### src/wdog_pkg.sv
// Constants, types and field layout for the system watchdog timer
// Behaviour
// - An active watchdog left unserviced past its timeout enters the timed-out condition.
// - Timeout drives either the low timeout line or the low reset line, by software choice.
// - Once enabled the watchdog stays enabled; writes clearing the enable are ignored.
// - Counting pauses separately in deep or light sleep and in core idle.
// - Some configuration bits take only the first write after reset.
// - One instance can also raise an interrupt toward the processor.
// - Servicing before timeout restarts the interval from its full programmed value.
package wdog_pkg;
  localparam int CLK_NS   = 20;
  localparam int TICK_NS  = 1000;
  localparam int TICK_CYC = (TICK_NS + CLK_NS - 1) / CLK_NS;

  localparam int ADDR_W = 8;
  localparam int DATA_W = 32;
  localparam int CNT_W  = 16;

  localparam logic [ADDR_W-1:0] OFS_CTRL    = 8'h00;
  localparam logic [ADDR_W-1:0] OFS_TIMEOUT = 8'h04;
  localparam logic [ADDR_W-1:0] OFS_SERVICE = 8'h08;
  localparam logic [ADDR_W-1:0] OFS_COUNT   = 8'h0c;
  localparam logic [ADDR_W-1:0] OFS_STATUS  = 8'h10;
  localparam logic [ADDR_W-1:0] OFS_MASK    = 8'h14;
  localparam logic [ADDR_W-1:0] OFS_WARN    = 8'h18;

  localparam int CTRL_EN_BIT  = 0;
  localparam int CTRL_CFG_LSB = 1;
  localparam int CTRL_LCK_BIT = 4;
  localparam int CFG_W        = 3;

  localparam int STAT_EXP_BIT  = 0;
  localparam int STAT_WARN_BIT = 1;
  localparam int STAT_RUN_BIT  = 2;
  localparam int STAT_W        = 2;

  localparam logic [DATA_W-1:0] SERVICE_KEY = 32'h0000_5a3c;
  localparam logic [CNT_W-1:0]  TIMEOUT_RST = 16'h03e8;
  localparam logic [CNT_W-1:0]  WARN_RST    = 16'h0064;
  localparam logic [STAT_W-1:0] MASK_RST    = 2'h0;
  localparam logic [CFG_W-1:0]  CFG_RST     = 3'h0;

  typedef struct packed {
    logic suspIdle;
    logic suspSleep;
    logic rstSel;
  } cfg_s;

  typedef enum logic [1:0] {ST_IDLE, ST_RUN, ST_EXPIRED} wd_state_e;
endpackage : wdog_pkg

### src/tick_divider.sv
// Divider producing a one-cycle tick enable
`timescale 1ns/1ps
module tick_divider #(
  parameter int DIV = 50
) (
  input  wire logic clk,
  input  wire logic sys_rst,
  input  wire logic run,
  output logic      tick
);
  localparam int CW = $clog2(DIV + 1);
  localparam logic [CW-1:0] LAST = CW'(DIV - 1);

  typedef struct packed {
    logic [CW-1:0] cnt;
    logic          tick;
  } div_s;

  div_s s_r;
  div_s s_nxt;

  always_comb
  begin
    s_nxt      = s_r;
    s_nxt.tick = 1'b0;
    if (!run)
    begin
      s_nxt.cnt = '0;
    end
    else if (s_r.cnt == LAST)
    begin
      s_nxt.cnt  = '0;
      s_nxt.tick = 1'b1;
    end
    else
    begin
      s_nxt.cnt = s_r.cnt + CW'(1);
    end
  end

  always_ff @(posedge clk or posedge sys_rst)
  begin
    if (sys_rst)
      s_r <= '0;
    else
      s_r <= s_nxt;
  end

  assign tick = s_r.tick;
endmodule : tick_divider

### src/write_once_reg.sv
// Register that accepts only its first write after reset
`timescale 1ns/1ps
module write_once_reg #(
  parameter int              W   = 3,
  parameter logic [W-1:0]    RST = '0
) (
  input  wire logic         clk,
  input  wire logic         sys_rst,
  input  wire logic         wrEn,
  input  wire logic [W-1:0] wrData,
  output logic      [W-1:0] q,
  output logic              locked
);
  typedef struct packed {
    logic         locked;
    logic [W-1:0] val;
  } wo_s;

  wo_s s_r;
  wo_s s_nxt;

  always_comb
  begin
    s_nxt = s_r;
    if (wrEn && !s_r.locked)
    begin
      s_nxt.val    = wrData;
      s_nxt.locked = 1'b1;
    end
  end

  always_ff @(posedge clk or posedge sys_rst)
  begin
    if (sys_rst)
      s_r <= '{locked: 1'b0, val: RST};
    else
      s_r <= s_nxt;
  end

  assign q      = s_r.val;
  assign locked = s_r.locked;
endmodule : write_once_reg

### src/system_watchdog_timer.sv
// Watchdog timer with classic Wishbone register access
`timescale 1ns/1ps
module system_watchdog_timer #(
  parameter int CNT_W    = wdog_pkg::CNT_W,
  parameter int TICK_DIV = wdog_pkg::TICK_CYC,
  parameter bit HAS_IRQ  = 1'b1
) (
  input  wire logic                        clk,
  input  wire logic                        sys_rst,
  input  wire logic                        wb_cyc_i,
  input  wire logic                        wb_stb_i,
  input  wire logic                        wb_we_i,
  input  wire logic [wdog_pkg::ADDR_W-1:0] wb_adr_i,
  input  wire logic [3:0]                  wb_sel_i,
  input  wire logic [wdog_pkg::DATA_W-1:0] wb_dat_i,
  output logic      [wdog_pkg::DATA_W-1:0] wb_dat_o,
  output logic                             wb_ack_o,
  input  wire logic                        deepSleep,
  input  wire logic                        lightSleepMode,
  input  wire logic                        coreIdle,
  output logic                             timeoutN,
  output logic                             sysResetN,
  output logic                             irq
);
  localparam int DW = wdog_pkg::DATA_W;
  localparam int SW = wdog_pkg::STAT_W;

  typedef struct packed {
    wdog_pkg::wd_state_e state;
    logic                en;
    logic [CNT_W-1:0]    count;
    logic [CNT_W-1:0]    timeout;
    logic [CNT_W-1:0]    warn;
    logic [SW-1:0]       status;
    logic [SW-1:0]       mask;
    logic                ack;
    logic [DW-1:0]       dat;
    logic                timeoutN;
    logic                sysResetN;
    logic                irq;
  } top_s;

  top_s                s_r;
  top_s                s_nxt;
  wdog_pkg::cfg_s      cfg;
  logic                cfgLocked;
  logic                cfgWr;
  logic                tick;

  // Byte-lane merge of a write into a narrower register
  function automatic logic [DW-1:0] laneMerge(
    input logic [DW-1:0] oldVal,
    input logic [DW-1:0] newVal,
    input logic [3:0]    sel
  );
    logic [DW-1:0] res;
    res = oldVal;
    for (int b = 0; b < 4; b++)
    begin
      if (sel[b])
        res[b*8 +: 8] = newVal[b*8 +: 8];
    end
    return res;
  endfunction : laneMerge

  tick_divider #(
    .DIV (TICK_DIV)
  ) u_div (
    .clk     (clk),
    .sys_rst (sys_rst),
    .run     (s_r.state == wdog_pkg::ST_RUN),
    .tick    (tick)
  );

  write_once_reg #(
    .W   (wdog_pkg::CFG_W),
    .RST (wdog_pkg::CFG_RST)
  ) u_cfg (
    .clk     (clk),
    .sys_rst (sys_rst),
    .wrEn    (cfgWr),
    .wrData  (wb_dat_i[wdog_pkg::CTRL_CFG_LSB +: wdog_pkg::CFG_W]),
    .q       (cfg),
    .locked  (cfgLocked)
  );

  logic          acc;
  logic          wr;
  logic [7:0]    adr;
  logic          serviceHit;
  logic          suspended;
  logic [SW-1:0] setBits;
  logic [SW-1:0] clrBits;
  logic [CNT_W-1:0] nextCount;

  assign acc   = wb_cyc_i && wb_stb_i && !s_r.ack;
  assign wr    = acc && wb_we_i;
  assign adr   = {wb_adr_i[wdog_pkg::ADDR_W-1:2], 2'b00};
  assign cfgWr = wr && (adr == wdog_pkg::OFS_CTRL) && wb_sel_i[0];

  always_comb
  begin
    s_nxt      = s_r;
    s_nxt.ack  = 1'b0;
    s_nxt.dat  = '0;
    setBits    = '0;
    clrBits    = '0;
    nextCount  = s_r.count - CNT_W'(1);
    serviceHit = wr && (adr == wdog_pkg::OFS_SERVICE) && (wb_dat_i == wdog_pkg::SERVICE_KEY);
    suspended  = (cfg.suspSleep && (deepSleep || lightSleepMode))
                 || (cfg.suspIdle && coreIdle);

    if (acc)
    begin
      s_nxt.ack = 1'b1;
      if (!wb_we_i)
      begin
        unique case (adr)
          wdog_pkg::OFS_CTRL:
          begin
            s_nxt.dat[wdog_pkg::CTRL_EN_BIT] = s_r.en;
            s_nxt.dat[wdog_pkg::CTRL_CFG_LSB +: wdog_pkg::CFG_W] = cfg;
            s_nxt.dat[wdog_pkg::CTRL_LCK_BIT] = cfgLocked;
          end
          wdog_pkg::OFS_TIMEOUT: s_nxt.dat = DW'(s_r.timeout);
          wdog_pkg::OFS_COUNT:   s_nxt.dat = DW'(s_r.count);
          wdog_pkg::OFS_WARN:    s_nxt.dat = DW'(s_r.warn);
          wdog_pkg::OFS_MASK:    s_nxt.dat[SW-1:0] = s_r.mask;
          wdog_pkg::OFS_STATUS:
          begin
            s_nxt.dat[SW-1:0] = s_r.status;
            s_nxt.dat[wdog_pkg::STAT_RUN_BIT] = (s_r.state == wdog_pkg::ST_RUN);
          end
          default:               s_nxt.dat = '0;
        endcase
      end
      else
      begin
        unique case (adr)
          wdog_pkg::OFS_CTRL:
          begin
            if (wb_sel_i[0] && wb_dat_i[wdog_pkg::CTRL_EN_BIT])
              s_nxt.en = 1'b1;
          end
          wdog_pkg::OFS_TIMEOUT:
            s_nxt.timeout = CNT_W'(laneMerge(DW'(s_r.timeout), wb_dat_i, wb_sel_i));
          wdog_pkg::OFS_WARN:
            s_nxt.warn = CNT_W'(laneMerge(DW'(s_r.warn), wb_dat_i, wb_sel_i));
          wdog_pkg::OFS_MASK:
          begin
            if (wb_sel_i[0])
              s_nxt.mask = wb_dat_i[SW-1:0];
          end
          wdog_pkg::OFS_STATUS:
          begin
            if (wb_sel_i[0])
              clrBits = wb_dat_i[SW-1:0];
          end
          default:
          begin
          end
        endcase
      end
    end

    unique case (s_r.state)
      wdog_pkg::ST_IDLE:
      begin
        s_nxt.count = '0;
        if (s_r.en)
        begin
          s_nxt.count = s_r.timeout;
          s_nxt.state = wdog_pkg::ST_RUN;
        end
      end
      wdog_pkg::ST_RUN:
      begin
        if (serviceHit)
          s_nxt.count = s_r.timeout;
        else if (tick && !suspended)
        begin
          if (s_r.count == '0)
          begin
            s_nxt.state = wdog_pkg::ST_EXPIRED;
            setBits[wdog_pkg::STAT_EXP_BIT] = 1'b1;
            if (cfg.rstSel)
              s_nxt.sysResetN = 1'b0;
            else
              s_nxt.timeoutN = 1'b0;
          end
          else
          begin
            s_nxt.count = nextCount;
            if (nextCount == s_r.warn)
              setBits[wdog_pkg::STAT_WARN_BIT] = 1'b1;
          end
        end
      end
      wdog_pkg::ST_EXPIRED:
      begin
        s_nxt.count = '0;
      end
      default:
      begin
        s_nxt.state = wdog_pkg::ST_IDLE;
      end
    endcase

    s_nxt.status = (s_r.status & ~clrBits) | setBits;
    s_nxt.irq    = HAS_IRQ && |(s_nxt.status & s_nxt.mask);
  end

  always_ff @(posedge clk or posedge sys_rst)
  begin
    if (sys_rst)
    begin
      s_r           <= '0;
      s_r.state     <= wdog_pkg::ST_IDLE;
      s_r.timeout   <= CNT_W'(wdog_pkg::TIMEOUT_RST);
      s_r.warn      <= CNT_W'(wdog_pkg::WARN_RST);
      s_r.mask      <= wdog_pkg::MASK_RST;
      s_r.timeoutN  <= 1'b1;
      s_r.sysResetN <= 1'b1;
    end
    else
    begin
      s_r <= s_nxt;
    end
  end

  assign wb_dat_o  = s_r.dat;
  assign wb_ack_o  = s_r.ack;
  assign timeoutN  = s_r.timeoutN;
  assign sysResetN = s_r.sysResetN;
  assign irq       = s_r.irq;
endmodule : system_watchdog_timer

### config.mk
export PLATFORM = sky130hd
export DESIGN_NAME = system_watchdog_timer
export DESIGN_NICKNAME = d
export VERILOG_FILES = /design/src/wdog_pkg.sv /design/src/tick_divider.sv /design/src/write_once_reg.sv /design/src/system_watchdog_timer.sv
export SDC_FILE = /design/constraint.sdc
export NUM_CORES = 1
export LEC_CHECK = 0
export BUFFER_PORTS_ARGS = -buffer_cell sky130_fd_sc_hd__buf_4
export CAP_MARGIN = 20
export CORE_MARGIN = 2
export CORE_UTILIZATION = 25
export DETAILED_ROUTE_END_ITERATION = 12
export GPL_TIMING_DRIVEN = 1
export MAX_ROUTING_LAYER = met4
export PLACE_DENSITY_LB_ADDON = 0.12
export SLEW_MARGIN = 20
export SYNTH_ARGS = -nofsm -noshare
export SYNTH_HDL_FRONTEND = slang
export SYNTH_SLANG_ARGS = --single-unit
### constraint.sdc
create_clock -name clk -period 4.1 [get_ports clk]
set_input_delay 0.205 -clock clk [delete_from_list [all_inputs] [get_ports clk]]
set_output_delay 0.205 -clock clk [all_outputs]
set_load 0.02 [all_outputs]
# == Yosys cells after proc, flatten, opt, wreduce, memory -nomap -nowiden ==
# Cells that the tools add are included.
# classes
n_lt_le_gt_ge,0
bitwise_logic,7
div,0
multipliers,0
eq_ne,17
mux,33
reduce_logical,31
add_sub_neg,2
n_shift,0
# ops
op,n
$mux W16,5
$pmux W16 S3,1
$mux W35,1
$pmux W11 S3,1
$eq A32 B15 Y1 const B,1
$mux W2,14
$reduce_and A4 Y1,5
$eq A6 B3 Y1 const B,3
$eq A16 B16 Y1,1
$logic_not A16 Y1,1
$sub A16 B1 Y16 const B,1
$reduce_and A5 Y1,3
$eq A6 B2 Y1 const B,2
$logic_and A1 B1 Y1,12
$mux W6,2
$pmux W2 S6,1
$logic_not A8 Y1,1
$ne A2 B2 Y1 const B,4
$pmux W2 S4,1
$add A6 B1 Y6 const B,1
$eq A6 B1 Y1 const B,1
$eq A6 B6 Y1 const B,1
$ne A3 B3 Y1 const B,2
$pmux W2 S3,1
14 further kinds,24
# word_totals
output_inout_bits,36
latch_bits,0
rom_bits,0
input_bits,52
regBits,102
mem_bits_rw,0
elab_cells,108
mem_count,0

# == Longest topological paths before layout ==
# logic_depth
ltp_word,11
depth_mapped,10

# == Hierarchy ==
# Synthesis repeated with hierarchy kept, for this count alone.
# unflattened
hier_cells,505
hier_area_um2,5052.3
# by_module_without_submodules
module,area_per_inst_um2,seq_area_each_um2,n_inst,cells_each
system_watchdog_timer,4555.6,1890.6,1,465
tick_divider,327.8,175.2,1,30
write_once_reg,168.9,100.1,1,10

# == Least setup slack after synthesis ==
# No wires, ideal clock.
# synth_timing
path_type,register -> register
start,"register s_r, in the netlist wb_ack_o"
end,register s_r[81] (netlist bit)
setup_time_ps,121
n_path_buf,3
path_stages_with_launch,10
setup_slack_ps,1689
t_arrival_ps,2290
cell_sequence,dfrtp_1 > and4b_1 > clkbuf_1 > nand4_2 > or3_1 > buf_2 > and2_4 > buf_6 > a32o_1 > a22o_1
# synth_between
elab_chain_len,7
elab_cells_between_ends,10
cone_classes,eq/ne: 2; mux: 2; reduce/logical: 6
# synth_rtl
element,line,source
from (decl),system_watchdog_timer.sv:43,top_s s_r;
from (signal assigned),system_watchdog_timer.sv:227,s_r <= s_nxt;
$logic_not A1 Y1 *,system_watchdog_timer.sv:96,assign acc = wb_cyc_i && wb_stb_i && !s_r.ack;
$logic_and A1 B1 Y1 *,system_watchdog_timer.sv:96,
$logic_and A1 B1 Y1 *,system_watchdog_timer.sv:97,assign wr = acc && wb_we_i;
$logic_and A1 B1 Y1 * (2 in a row),system_watchdog_timer.sv:109,serviceHit = wr && (adr == wdog_pkg::OFS_SERVICE) && (wb_dat_i == wdog_pkg::SERVICE_KEY);
$ne A3 B3 Y1 (no line) / $mux W16 (equally long branches),n/a,
$reduce_and A3 Y1 (no line) / $pmux W16 S3 (equally long branches),n/a,
# Every way passes the cells marked *; elsewhere a longest branch is shown, timed or not.
# A chain may end at the register's enable or synchronous reset.

==> reports/qor.csv <==
metric;value;unit
status;finished, final reports clean;
grt_max_degree;32;
drv_cap;0;
grt_pass1_vias;4136;
die_area;21160;µm²
p_leak;2.683;nW
fin_ws;1266;ps
finalSetupTns;0;ps
post-route-drc-count;0;
drt-initial-drc-count;319;
diodes;0;
cts_buffers;9;
async_flop_share;1.000;
overflow;0;
end_kind;flip-flop;
crit_type;reg2reg;
clk_latency;350;ps
dp_hpwl;10650;µm
tightestPinTransition;921.9;ps
yosysSeqAreaShare;0.4330;
hold_viol;0;
io_pins;88;
avgRoutedWirePerCell;18.21;µm
clk_pin_slew;70;ps
design_area;5978;µm²
fillers;2081;
wl_met2;7286;µm
ctsResizeCount;0;
yosysMostFrequentCell;dfrtp_1;
cts_tree;yes;
path_max_fanout;8;
synth_edf_count;0;
maxSlewViolCount;0;
synth.top_cells.by_count;75 x dfrtp_1, 50 x nor2_1, 35 x mux2_2;
setup_viol;0;
clk_root_buffer_cell;clkbuf_16;
ir_drop;0.2022;mV
dpl-instance-area;5659;µm²
required;4350;ps
via_per_inst;4.847;
area_growth_syn_to_layout;19.51;%
hold_class;in2reg;
port_buffers;67;
avgSynthCellArea;9.906;µm²
core_area;19530;µm²
numClockSinks;86;
period_minus_slack;2834;ps
syn_area;5002;µm²
synth_seq_cells;86;
ys.flop_type;dfrtp_1;
grt_usage;0.1511;
startpoint_type;flip-flop;
ys_types;63;
fmax;352.8;MHz
final_nets;615;
rsz0062_at_grt;no;
rows;51;
dieHeight;145.5;µm
cts_hold_buf;1;
wl_met1;6986;µm
fin_worst_skew;7.033;ps
routed_wl;15020;µm
vias;3999;
slew_headroom;0.3820;
yosys-top-cells-area;dfrtp_1 38%, mux2_2 7.9%, dfstp_2 5.8%, buf_4 4.8%, nor2_1 3.8%;
grt_pass1_wl;24030;µm
cp.arrival;3090;ps
dieWidth;145.5;µm
utilization;0.3062;
netlist.area_leader.share;0.3752;
fin_hold_ws;98.45;ps
antenna_found_initial;0;
initial_core_util;0.2562;
final_layout_size_suffix_gt1_frac;0.2714;
pre_cts_slack;1132;ps
highest_layer;met4;
fin_crit_sh;0.6913;
r2r_slack;1270;ps
power_density;316.5;nW/µm²
gp_congestion;0.8031;
route.met3.wl;467;µm
synthCells;505;
synth.largest_area_cell;dfrtp_1;
cts_setup_buffers;0;
cts.path.max_buffers;2;
yosysWarnings;0;
ant_nets;0;
cts_htree_levels;3;
dr.pass1.iters;4;
==> logic make-up (layout without fill, tap and decap cells) <==
family | after synthesis | after routing | share of synthesized area
AND/OR/NAND/NOR | 152 | 152 | 0.1636
AO/OA/AOI/OAI | 102 | 102 | 0.1373
flip-flops | 86 | 86 | 0.4330
buffers and inverters | 78 | 118 | 0.08704
multiplexers | 52 | 52 | 0.1128
XOR/XNOR | 26 | 26 | 0.04552
adder cells (fa/ha/maj) | 8 | 8 | 0.02001
other | 1 | 16 | 0.0007497
==> path summary, 6_finish.rpt <==
| kind | from | endpoint | cells past startpoint |
|---|---|---|---|
| min in group asynchronous | sys_rst | wb_ack_o | 3 |
| worst max-delay path | s_r[72] | irq | 8 |
| worst min-delay path | wb_stb_i | wb_ack_o | 3 |
| worst min register to register | sysResetN | sysResetN | 1 |
| worst max register to register | s_r[72] | irq | 8 |
| max in group asynchronous | sys_rst | s_r[63] | 4 |
==> power breakdown <==
part / switching (W) / internal [W] / total [W]
Clock: 0.000361 / 0.000534 / 0.000895
Sequential: 0.0000106 / 0.000861 / 0.000871
Combinational: 0.0000732 / 0.0000526 / 0.000126
==> layer usage <==
| metal | global-route usage | up-vias |
|---|---|---|
| li1 | - | 1872 |
| met1 | 0.1935 | 2023 |
| met2 | 0.2448 | 90 |
| met3 | 0.02006 | 14 |
| met4 | 0.05588 | 0 |
| met5 | - | - |
==> area by class of cell <==
| cell class | count | area, µm² | area share |
|---|---|---|---|
| multi-input cells | 356 | 2469 | 0.4129 |
| flip-flops and latches | 86 | 2166 | 0.3623 |
| repair buffers | 81 | 623.1 | 0.1042 |
| well taps | 265 | 331.6 | 0.05546 |
| clock buffers | 12 | 236.5 | 0.03956 |
| inverters | 21 | 80.08 | 0.01339 |
| clock inverters | 4 | 72.57 | 0.01214 |
==> through the flow <==
stage	std cells	total power [W]
after CTS	825	0.001918
final	825	0.001892
after detailed placement	808	0.001015
after global routing	825	0.001963
after global placement	807	0.001011
after floorplan	520	0.0009544
==> critical path, cell delays in order, from the launching register on <==
cell and delay (ps):
dfrtp_1 490, inv_1 120, ha_1 250, or3b_2 580, nor3_1 340, a32oi_1 110, o21ai_0 290, o211ai_1 240
o31ai_1 310
==> placed cells by master, fill, tap and decap left out, types with 16 or more instances in the layout <==
cell type / netlist / final
a21oi_1: 25 / 25
buf_4: 32 / 79
conb_1: 1 / 16
dfrtp_1: 75 / 75
inv_1: 21 / 20
mux2_2: 35 / 35
mux2i_1: 17 / 17
nand2_1: 21 / 21
nor2_1: 50 / 50
o21ai_0: 19 / 19
xnor2_1: 17 / 17
==> registers in the layout, indices dropped and copies added, names as in the netlist <==
name and cells:
u_div.s_r 6, wb_dat_o 16, wb_ack_o 1, irq 1
sysResetN 1, s_r 55, u_div.tick 1, u_cfg.locked 1
timeoutN 1, u_cfg.q 3
Note: power is estimated with default switching activity, not from simulation.
